`config.mk`:
```
export PLATFORM = sky130hd
export DESIGN_NAME = smd_spi_master
export DESIGN_NICKNAME = d
export VERILOG_FILES = /design/src/logic/smd_pkg.sv /design/src/logic/smd_fifo.sv /design/src/logic/smd_spi_master.sv
export SDC_FILE = /design/constraint.sdc
export NUM_CORES = 1
export LEC_CHECK = 0
export ABC_CLOCK_PERIOD_IN_PS = 6300
export BUFFER_PORTS_ARGS = -buffer_cell sky130_fd_sc_hd__buf_4
export CORE_ASPECT_RATIO = 0.6
export CORE_UTILIZATION = 43
export CTS_BUF_LIST = sky130_fd_sc_hd__clkbuf_2
export CTS_CLUSTER_DIAMETER = 100
export DETAILED_ROUTE_END_ITERATION = 7
export SYNTH_ARGS = -nofsm -noshare
export SYNTH_HDL_FRONTEND = slang
export SYNTH_HIERARCHICAL = 1
export SYNTH_SLANG_ARGS = --single-unit
export TNS_END_PERCENT = 10
```
`constraint.sdc`:
```
create_clock -name clk -period 6.3 [get_ports clk]
set_input_delay 0.945 -clock clk [delete_from_list [all_inputs] [get_ports clk]]
set_output_delay 0.945 -clock clk [all_outputs]
set_load 0.005 [all_outputs]
```
`src/logic/smd_pkg.sv`:
```
// Purpose: shared constants and types of the serial clock divider master
// Assumes: apb with 32-bit data, byte addresses, one word per register
// Notes: every offset, field position, timing reset value and timing figure lives here
`default_nettype none

package smd_pkg;

  // ****************************************
  // register map
  // ****************************************
  localparam logic [7:0] CTRL_OFS = 8'h00;
  localparam logic [7:0] TIMING_OFS = 8'h04;
  localparam logic [7:0] FRAME_OFS = 8'h08;
  localparam logic [7:0] STATUS_OFS = 8'h0C;
  localparam logic [7:0] RXDATA_OFS = 8'h10;

  // ****************************************
  // field positions
  // ****************************************
  localparam int CTRL_CPOL_POS = 0;
  localparam int CTRL_CPHA_POS = 1;
  localparam int CTRL_LSB_POS = 2;
  localparam int CTRL_SEL_POS = 3;
  localparam int CTRL_CSPOL_POS = 4;
  localparam int TIM_DIVISOR_POS = 0;
  localparam int TIM_PRESCALE_POS = 8;
  localparam int TIM_MODE_POS = 12;
  localparam int FRM_DATA_POS = 0;
  localparam int FRM_ADDR_POS = 8;
  localparam int FRM_READ_POS = 16;
  localparam int STA_BUSY_POS = 0;
  localparam int STA_RXVALID_POS = 1;
  localparam int STA_EMPTY_POS = 2;
  localparam int STA_FULL_POS = 3;
  localparam int STA_COUNT_POS = 8;

  // ****************************************
  // widths and reset values
  // ****************************************
  localparam int WORD_BITS = 8;
  localparam int FRAME_BITS = 2 * WORD_BITS;
  localparam int FIFO_DEPTH = 16;
  localparam logic [7:0] DIVISOR_RST = 8'h01;
  localparam logic [1:0] PRESCALE_RST = 2'h0;
  localparam logic DIVMODE_RST = 1'b0;

  // ****************************************
  // timing
  // ****************************************
  localparam int REF_CLK_KHZ = 32000;
  localparam int SYS_CLK_KHZ = 50000;
  localparam logic [6:0] REF_STEP = 7'(REF_CLK_KHZ / 1000);
  localparam logic [6:0] SYS_STEP = 7'(SYS_CLK_KHZ / 1000);

  typedef struct packed {
    logic [1:0] csPol;
    logic csSel;
    logic lsbFirst;
    logic cpha;
    logic cpol;
  } smd_ctrl_type;

  typedef struct packed {
    logic divMode;
    logic [1:0] prescaleExponent;
    logic [7:0] divisorCount;
  } smd_timing_type;

  typedef struct packed {
    logic isRead;
    logic [7:0] addrWord;
    logic [7:0] dataWord;
  } smd_frame_type;

  typedef enum logic [1:0] {
    ST_IDLE = 2'b00,
    ST_LOAD = 2'b01,
    ST_SHIFT = 2'b10,
    ST_END = 2'b11
  } smd_state_type;

endpackage : smd_pkg

`default_nettype wire

```
`src/logic/smd_fifo.sv`:
```
// Purpose: synchronous fifo with valid and ready on both sides
// Assumes: one clock, synchronous active-low reset, clock enable freezes it
// Notes: depth must be a power of two
`default_nettype none

module smd_fifo #(
  parameter int WIDTH = 17,
  parameter int DEPTH = 16
) (
  input wire logic clk,
  input wire logic rst_b,
  input wire logic ce,
  input wire logic inValid,
  output logic inReady,
  input wire logic [WIDTH-1:0] inData,
  output logic outValid,
  input wire logic outReady,
  output logic [WIDTH-1:0] outData,
  output logic [$clog2(DEPTH):0] count
);

  localparam int AW = $clog2(DEPTH);

  logic [WIDTH-1:0] mem [DEPTH];
  logic [AW:0] wrPtr_ff;
  logic [AW:0] rdPtr_ff;
  logic push;
  logic pop;

  assign count = wrPtr_ff - rdPtr_ff;
  assign inReady = (count != (AW + 1)'(DEPTH));
  assign outValid = (count != '0);
  assign outData = mem[rdPtr_ff[AW-1:0]];
  assign push = inValid & inReady;
  assign pop = outValid & outReady;

  always_ff @(posedge clk) begin
    if (ce && push) begin
      mem[wrPtr_ff[AW-1:0]] <= inData;
    end
  end

  always_ff @(posedge clk) begin
    if (!rst_b) begin
      wrPtr_ff <= '0;
      rdPtr_ff <= '0;
    end else if (ce) begin
      if (push) begin
        wrPtr_ff <= wrPtr_ff + 1'b1;
      end
      if (pop) begin
        rdPtr_ff <= rdPtr_ff + 1'b1;
      end
    end
  end

endmodule : smd_fifo

`default_nettype wire

```
`src/logic/smd_spi_master.sv`:
```
// Purpose: apb-programmed serial master with programmable serial clock divider
// Assumes: clk at 50 MHz; a 32 MHz reference rate is made by a fractional tick
// Notes: frames are one address word then one data word, queued in a fifo
//
// How it works
// - two chip select outputs, each with its own software-set active level
// - master drives serial clock; polarity and phase give four modes
// - serial clock programmable from 32 MHz / 4082 (about 7.84 kHz) up to 16 MHz
// - each word shifts msb first or lsb first, software selects
// - every frame opens with an 8-bit address and read/write word
// - software must code the read/write flag and address into the fixed 8-bit address word
// - single read: send address word, then capture one returned data byte
// - single write: send address word, then one data byte
// - rate set by 1-bit mode, 2-bit prescale exponent, 8-bit divisor count
// - mode 1: serial clock = reference / (2^prescale * divisor * 2)
// - mode 0 with prescale 2 or 3 adds two reference cycles to period
// - after reset mode 0, prescale 00, divisor 1: half the reference
// - divider runs from a 32 MHz reference, so fastest clock is 16 MHz
`default_nettype none

module smd_spi_master (
  input wire logic clk,
  input wire logic rst_b,
  input wire logic ce,
  input wire logic psel,
  input wire logic penable,
  input wire logic pwrite,
  input wire logic [7:0] paddr,
  input wire logic [31:0] pwdata,
  output logic [31:0] prdata,
  output logic pready,
  output logic pslverr,
  output logic sclk,
  output logic mosi,
  input wire logic miso,
  output logic [1:0] chipSel
);

  // ****************************************
  // declarations
  // ****************************************
  smd_pkg::smd_ctrl_type ctrl_ff;
  smd_pkg::smd_timing_type timing_ff;
  smd_pkg::smd_frame_type frame_ff;
  smd_pkg::smd_frame_type fifoOut;
  smd_pkg::smd_state_type state_ff;
  logic [31:0] prdata_ff;
  logic pready_ff;
  logic pslverr_ff;
  logic sclk_ff;
  logic mosi_ff;
  logic [1:0] chipSel_ff;
  logic [2:0] misoSync_ff;
  logic misoFilt_ff;
  logic [6:0] refAcc_ff;
  logic refTick;
  logic [10:0] halfCnt_ff;
  logic [10:0] halfLen;
  logic halfTick;
  logic [4:0] edgeCnt_ff;
  logic [7:0] rxShift_ff;
  logic [7:0] rxData_ff;
  logic rxValid_ff;
  logic fifoInReady;
  logic fifoOutValid;
  logic [$clog2(smd_pkg::FIFO_DEPTH):0] fifoCount;
  logic access;
  logic done;
  logic frameWr;
  logic rxRead;
  logic leading;
  logic sampleEdge;
  logic lastEdge;
  logic [31:0] rdMux;
  logic mapped;

  // ****************************************
  // helpers
  // ****************************************
  // bit of the 16-bit frame sent at position idx, address word first
  function automatic logic frameBit(input smd_pkg::smd_frame_type f, input logic [3:0] idx,
                                    input logic lsb);
    logic [7:0] word;
    logic [2:0] pos;
    word = idx[3] ? f.dataWord : f.addrWord;
    pos = lsb ? idx[2:0] : 3'(7 - idx[2:0]);
    return word[pos];
  endfunction : frameBit

  // chip select pattern: only the selected line asserted, each at its own level
  function automatic logic [1:0] csLevels(input smd_pkg::smd_ctrl_type c, input logic act);
    logic [1:0] lv;
    lv = ~c.csPol;
    if (act) begin
      lv[c.csSel] = c.csPol[c.csSel];
    end
    return lv;
  endfunction : csLevels

  // ****************************************
  // apb slave
  // ****************************************
  assign access = psel & penable;
  assign done = access & pready_ff;
  assign mapped = (paddr == smd_pkg::CTRL_OFS) || (paddr == smd_pkg::TIMING_OFS) ||
                  (paddr == smd_pkg::FRAME_OFS) || (paddr == smd_pkg::STATUS_OFS) ||
                  (paddr == smd_pkg::RXDATA_OFS);
  assign frameWr = done & pwrite & (paddr == smd_pkg::FRAME_OFS) & ~pslverr_ff;
  assign rxRead = done & ~pwrite & (paddr == smd_pkg::RXDATA_OFS);

  always_comb begin
    rdMux = '0;
    unique case (paddr)
      smd_pkg::CTRL_OFS: rdMux[5:0] = ctrl_ff;
      smd_pkg::TIMING_OFS: begin
        rdMux[smd_pkg::TIM_DIVISOR_POS +: 8] = timing_ff.divisorCount;
        rdMux[smd_pkg::TIM_PRESCALE_POS +: 2] = timing_ff.prescaleExponent;
        rdMux[smd_pkg::TIM_MODE_POS] = timing_ff.divMode;
      end
      smd_pkg::STATUS_OFS: begin
        rdMux[smd_pkg::STA_BUSY_POS] = (state_ff != smd_pkg::ST_IDLE);
        rdMux[smd_pkg::STA_RXVALID_POS] = rxValid_ff;
        rdMux[smd_pkg::STA_EMPTY_POS] = ~fifoOutValid;
        rdMux[smd_pkg::STA_FULL_POS] = ~fifoInReady;
        rdMux[smd_pkg::STA_COUNT_POS +: 5] = fifoCount;
      end
      smd_pkg::RXDATA_OFS: rdMux[7:0] = rxData_ff;
      default: rdMux = '0;
    endcase
  end

  // a frame write waits in the access phase while the fifo is full
  always_ff @(posedge clk) begin
    if (!rst_b) begin
      pready_ff <= 1'b0;
      pslverr_ff <= 1'b0;
      prdata_ff <= '0;
    end else if (ce) begin
      if (access && !pready_ff) begin
        if (!(pwrite && paddr == smd_pkg::FRAME_OFS && !fifoInReady)) begin
          pready_ff <= 1'b1;
          pslverr_ff <= ~mapped;
          prdata_ff <= rdMux;
        end
      end else begin
        pready_ff <= 1'b0;
        pslverr_ff <= 1'b0;
      end
    end
  end

  always_ff @(posedge clk) begin
    if (!rst_b) begin
      ctrl_ff <= '0;
    end else if (ce && done && pwrite && paddr == smd_pkg::CTRL_OFS) begin
      ctrl_ff <= pwdata[5:0];
    end
  end

  // software keeps divisor count nonzero; a zero is stored as written
  always_ff @(posedge clk) begin
    if (!rst_b) begin
      timing_ff.divMode <= smd_pkg::DIVMODE_RST;
      timing_ff.prescaleExponent <= smd_pkg::PRESCALE_RST;
      timing_ff.divisorCount <= smd_pkg::DIVISOR_RST;
    end else if (ce && done && pwrite && paddr == smd_pkg::TIMING_OFS) begin
      timing_ff.divMode <= pwdata[smd_pkg::TIM_MODE_POS];
      timing_ff.prescaleExponent <= pwdata[smd_pkg::TIM_PRESCALE_POS +: 2];
      timing_ff.divisorCount <= pwdata[smd_pkg::TIM_DIVISOR_POS +: 8];
    end
  end

  // ****************************************
  // frame queue
  // ****************************************
  smd_fifo #(
    .WIDTH($bits(smd_pkg::smd_frame_type)),
    .DEPTH(smd_pkg::FIFO_DEPTH)
  ) u_fifo (
    .clk(clk),
    .rst_b(rst_b),
    .ce(ce),
    .inValid(frameWr),
    .inReady(fifoInReady),
    .inData(pwdata[smd_pkg::FRM_READ_POS:0]),
    .outValid(fifoOutValid),
    .outReady(state_ff == smd_pkg::ST_IDLE),
    .outData(fifoOut),
    .count(fifoCount)
  );

  // ****************************************
  // clock divider
  // ****************************************
  // 32/50 fractional tick: average reference rate, edge jitter up to one clk
  assign refTick = (refAcc_ff + smd_pkg::REF_STEP) >= smd_pkg::SYS_STEP;

  always_ff @(posedge clk) begin
    if (!rst_b) begin
      refAcc_ff <= '0;
    end else if (ce) begin
      refAcc_ff <= refTick ? 7'(refAcc_ff + smd_pkg::REF_STEP - smd_pkg::SYS_STEP)
                           : 7'(refAcc_ff + smd_pkg::REF_STEP);
    end
  end

  // half period in reference cycles: 2^prescale * divisor, plus one in mode 0 with prescale 2 or 3
  always_comb begin
    halfLen = 11'(timing_ff.divisorCount) << timing_ff.prescaleExponent;
    if (!timing_ff.divMode && timing_ff.prescaleExponent[1]) begin
      halfLen = 11'(halfLen + 11'h001);
    end
  end

  assign halfTick = refTick && (halfCnt_ff + 11'h001 >= halfLen);

  always_ff @(posedge clk) begin
    if (!rst_b) begin
      halfCnt_ff <= '0;
    end else if (ce) begin
      if (state_ff == smd_pkg::ST_IDLE || halfTick) begin
        halfCnt_ff <= '0;
      end else if (refTick) begin
        halfCnt_ff <= 11'(halfCnt_ff + 11'h001);
      end
    end
  end

  // ****************************************
  // data input synchroniser
  // ****************************************
  always_ff @(posedge clk) begin
    if (!rst_b) begin
      misoSync_ff <= '0;
      misoFilt_ff <= 1'b0;
    end else if (ce) begin
      misoSync_ff <= {misoSync_ff[1:0], miso};
      if (misoSync_ff[1] == misoSync_ff[2]) begin
        misoFilt_ff <= misoSync_ff[2];
      end
    end
  end

  // ****************************************
  // shift engine
  // ****************************************
  assign leading = ~edgeCnt_ff[0];
  assign sampleEdge = leading ^ ctrl_ff.cpha;
  assign lastEdge = (edgeCnt_ff == 5'h1F);

  always_ff @(posedge clk) begin
    if (!rst_b) begin
      state_ff <= smd_pkg::ST_IDLE;
      frame_ff <= '0;
      edgeCnt_ff <= '0;
    end else if (ce) begin
      unique case (state_ff)
        smd_pkg::ST_IDLE: begin
          if (fifoOutValid) begin
            frame_ff <= fifoOut;
            edgeCnt_ff <= '0;
            state_ff <= smd_pkg::ST_LOAD;
          end
        end
        smd_pkg::ST_LOAD: begin
          if (halfTick) begin
            state_ff <= smd_pkg::ST_SHIFT;
          end
        end
        smd_pkg::ST_SHIFT: begin
          if (halfTick) begin
            edgeCnt_ff <= 5'(edgeCnt_ff + 5'h01);
            if (lastEdge) begin
              state_ff <= smd_pkg::ST_END;
            end
          end
        end
        smd_pkg::ST_END: begin
          if (halfTick) begin
            state_ff <= smd_pkg::ST_IDLE;
          end
        end
      endcase
    end
  end

  always_ff @(posedge clk) begin
    if (!rst_b) begin
      chipSel_ff <= 2'b11;
    end else if (ce) begin
      chipSel_ff <= csLevels(ctrl_ff, state_ff != smd_pkg::ST_IDLE);
    end
  end

  always_ff @(posedge clk) begin
    if (!rst_b) begin
      sclk_ff <= 1'b0;
    end else if (ce) begin
      if (state_ff == smd_pkg::ST_SHIFT && halfTick) begin
        sclk_ff <= ~sclk_ff;
      end else if (state_ff == smd_pkg::ST_IDLE) begin
        sclk_ff <= ctrl_ff.cpol;
      end
    end
  end

  // read frames send the data word as written while the memory answers
  always_ff @(posedge clk) begin
    if (!rst_b) begin
      mosi_ff <= 1'b0;
    end else if (ce) begin
      if (state_ff == smd_pkg::ST_LOAD && !ctrl_ff.cpha) begin
        mosi_ff <= frameBit(frame_ff, 4'h0, ctrl_ff.lsbFirst);
      end else if (state_ff == smd_pkg::ST_SHIFT && halfTick && !sampleEdge) begin
        if (ctrl_ff.cpha) begin
          mosi_ff <= frameBit(frame_ff, edgeCnt_ff[4:1], ctrl_ff.lsbFirst);
        end else if (!lastEdge) begin
          mosi_ff <= frameBit(frame_ff, 4'(edgeCnt_ff[4:1] + 4'h1),
                              ctrl_ff.lsbFirst);
        end
      end
    end
  end

  always_ff @(posedge clk) begin
    if (!rst_b) begin
      rxShift_ff <= '0;
    end else if (ce) begin
      if (state_ff == smd_pkg::ST_SHIFT && halfTick && sampleEdge && edgeCnt_ff[4]) begin
        if (ctrl_ff.lsbFirst) begin
          rxShift_ff <= {misoFilt_ff, rxShift_ff[7:1]};
        end else begin
          rxShift_ff <= {rxShift_ff[6:0], misoFilt_ff};
        end
      end
    end
  end

  // a capture in the same cycle as a software read keeps the flag set
  always_ff @(posedge clk) begin
    if (!rst_b) begin
      rxData_ff <= '0;
      rxValid_ff <= 1'b0;
    end else if (ce) begin
      if (state_ff == smd_pkg::ST_END && halfTick && frame_ff.isRead) begin
        rxData_ff <= rxShift_ff;
        rxValid_ff <= 1'b1;
      end else if (rxRead) begin
        rxValid_ff <= 1'b0;
      end
    end
  end

  // ****************************************
  // outputs
  // ****************************************
  assign prdata = prdata_ff;
  assign pready = pready_ff;
  assign pslverr = pslverr_ff;
  assign sclk = sclk_ff;
  assign mosi = mosi_ff;
  assign chipSel = chipSel_ff;

endmodule : smd_spi_master

`default_nettype wire

```
==> results.yml <==
critical_path:
  reg2reg_slack_ps: 1570
  crit_type: "flip-flop to flip-flop"
  start_kind: "flip-flop"
  r2r_cells: 15
  critPathCaptureType: "flip-flop"
  cp_data_required_time_ps: 7220
  worstPathArrival_ps: 5640
  crit_path_max_fanout: 17
  reg2reg_to: "halfCnt_ff[7]$_SDFFE_PN0P_"
  worstReg2RegStart: "timing_ff[8]$_SDFFE_PN0P_"
clock_network:
  cts_tree: "yes"
  post_cts_buffers: 0
  clk_pin_slew_ps: 110
  holdBufCountCts: 0
  cts-resized-gates: 0
  cts_max_path_buffers: 3
  htreeDepth: 3
  numCtsBuffers: 88
  cts_num_sinks: 384
  cts-root-buf: "clkbuf_2"
  insertion_delay_ps: 1020
placement:
  portBuffers: 50
  post_dp_cell_area_sq_um: 17800
  gp_congestion: 0.863
  dp_hpwl_microns: 25600
logic_synthesis:
  async_flop_share_pct: 0
  synth-main-ff-cell: "edfxtp_1"
  syn_area_per_cell_sq_um: 14.2
  yosys_warnings: 6
  synth.ff_latch_count: 384
  netlist_instances: 1199
  synth.cell_area_sq_um: 17100
  synth_edf_count: 272
  yosysUniqueCellTypes: 70
  ys_seq_area_share_pct: 61.0
pwr:
  p_leak_nw: 6.34
  vdd_drop_max_mv: 0.223
  power_density_nw_per_um2: 293
floorplanning:
  rows: 56
  io_pins: 85
  die_y_microns: 156
  start_util_pct: 43.7
  die_x_microns: 259
  die_area_sq_um: 40500
  fp.coreArea_sq_um: 39100
routing:
  drt-total-wl_microns: 40300
  vias_per_cell: 5.62
  drtIter0Drc: 919
  drtPass1Iterations: 6
  drc: 0
  dr_total_vias: 10600
  antenna_left: 0
  wl_per_cell_microns: 21.4
cells_and_area:
  fin_nets: 1369
  layout.cells.most_common: "edfxtp_1"
  final_area_sq_um: 18600
  mostFrequentLayoutCells: "272 x edfxtp_1, 135 x clkbuf_2, 110 x dfxtp_1"
  area_growth_pct: 9.21
  drive_above_1_share_pct: 24.5
  nFillCells: 3467
sta:
  worst_slew_pin_slew_ps: 1310
  min_period_ps: 4730
  finalHoldViolations: 0
  finalSetupTns_ps: 0
  slew_violations: 0
  clock_skew_ps: 56.7
  rsz0062_at_grt: "no"
  setup_viol: 0
  slew_headroom_pct: 12.4
  fin_crit_sh_pct: 75.0
  fmax_mhz: 212
global_routing:
  grt.overflow.total: 0
  grt_antenna_before_repair: 2
  grt_use_total_pct: 20.3
  grtUsageMet1_pct: 32.0
  use_met3_pct: 5.85
  met2_usage_pct: 27.0
  grt_pass1_wl_microns: 61200
  grt_max_degree: 69
  grt_busiest_layer: "met1"
  grt_pass1_vias: 10200
min_path:
  min_delay_path_depth: 3
  hp-class: "input port to flip-flop"
  hold_end: "misoSync_ff[0]$_SDFFE_PN0P_"
  hold_start: "miso"
outcome:
  run_status: "finished clean"
flow_run:
  cap_violations: 0
metal layers:
metal	wire length (microns)	part of all wire (%)	up-vias
li1	-	-	4819
met1	20000	50	5276
met2	16300	40	427
met3	3540	8.8	53
met4	484	1.2	0
met5	0	0	-
sequential cells by signal (all words and copies together), names as in the netlist, 3 cells and up, named ones only:
signal	count
frame_ff	17
ctrl_ff	6
timing_ff	11
edgeCnt_ff	5
u_fifo/wrPtr_ff	5
rxShift_ff	8
refAcc_ff	6
halfCnt_ff	11
prdata	13
u_fifo/rdPtr_ff	5
misoSync_ff	3
u_fifo/mem	272
rxData_ff	8
critical path: stages (launching register included):
cell	delay (ps)
dfxtp_1	810
mux2i_1	150
nor2_1	170
ha_1	170
nand2_1	100
nor4_1	490
and3b_1	280
a32o_1	200
nand2_1	60
ha_1	340
and3_1	210
a221oi_1	310
nor2_1	170
a211oi_2	800
nand2_1	190
o22ai_1	200
how the worst max path moves through the flow:
stage | cells past startpoint | start | slack (ps) | endpoint
floorplan | 6 | paddr[7] | 1950 | u_fifo/mem[3][0]$_DFFE_PP_
global placement | 8 | paddr[7] | 1670 | u_fifo/mem[14][11]$_DFFE_PP_
detailed placement | 8 | paddr[7] | 1600 | u_fifo/mem[12][11]$_DFFE_PP_
CTS | 15 | timing_ff[8]$_SDFFE_PN0P_ | 1690 | halfCnt_ff[0]$_SDFFE_PN0P_
global route | 15 | timing_ff[8]$_SDFFE_PN0P_ | 1220 | halfCnt_ff[0]$_SDFFE_PN0P_
finish | 15 | timing_ff[8]$_SDFFE_PN0P_ | 1570 | halfCnt_ff[7]$_SDFFE_PN0P_
final cells by class:
cell class	instances	area (sq um)	share of cell area [%]
diodes	4	10.0	0.0537
clock buffers	135	676	3.63
clock inverters	21	126	0.678
inverters	29	109	0.584
multi-input cells	723	6180	33.1
flip-flops and latches	384	10400	55.9
well taps	522	653	3.50
repair buffers	63	473	2.54
power by group:
| part | switching, mW | leakage (nW) | internal (mW) |
|---|---|---|---|
| clock | 0.985 | 0.618 | 0.611 |
| sequential | 0.102 | 3.35 | 2.76 |
| combinational | 0.576 | 2.37 | 0.425 |
cell usage after synthesis, types with 3 or more instances:
cell,number,area share [%]
nor2b_1,16,0.59
inv_1,29,0.64
buf_4,20,0.88
mux2_2,20,1.3
xor2_1,11,0.56
mux2i_1,38,2.2
a21o_1,6,0.26
a21oi_1,69,2.0
nor3_1,19,0.56
a21boi_1,9,0.40
buf_2,12,0.35
nor4_1,12,0.44
ha_1,32,2.3
a31oi_1,12,0.44
nor2_1,61,1.3
o21ai_0,28,0.82
dfxtp_1,112,13
nor3b_1,5,0.22
clkbuf_1,31,0.68
and2_1,3,0.11
a32oi_1,4,0.21
mux4_2,88,12
nand2_1,85,1.9
nand2b_1,16,0.59
and3_1,25,0.92
mux4_1,4,0.62
edfxtp_1,272,48
buf_1,12,0.26
nand4_1,4,0.15
o21a_1,4,0.18
nand3_1,31,0.91
o41ai_1,3,0.15
a211o_1,4,0.21
or4_1,4,0.18
xnor2_1,15,0.77
or3_1,12,0.44
nand3b_1,3,0.13
a22oi_1,8,0.35
a211oi_1,13,0.57
o21ai_1,4,0.12
buf_8,4,0.35
o22ai_1,4,0.15
per-stage QoR:
step	cells	setup WS, ps	util (%)	total power [mW]	hold WS (ps)
floorplan	1217	1950	-	3.63	441
global placement	1721	1670	45.6	3.89	459
detailed placement	1721	1600	45.6	3.92	470
CTS	1877	1690	47.6	5.52	110
global route	1880	1220	47.7	5.76	104
finish	1881	1570	47.7	5.46	214
cell families (layout without fill, tap and decap cells):
family / Yosys count / count (layout) / share of synthesized area, %
flops: 384 / 384 / 61.0
simple gates: 307 / 307 / 9.00
compound gates: 187 / 187 / 6.94
mux: 150 / 150 / 15.8
buf+inv: 110 / 248 / 3.30
fa+ha+maj: 33 / 33 / 2.46
xor+xnor: 27 / 27 / 1.50
other cells: 1 / 23 / 0.0220
Power figures use the tool's default switching activity.
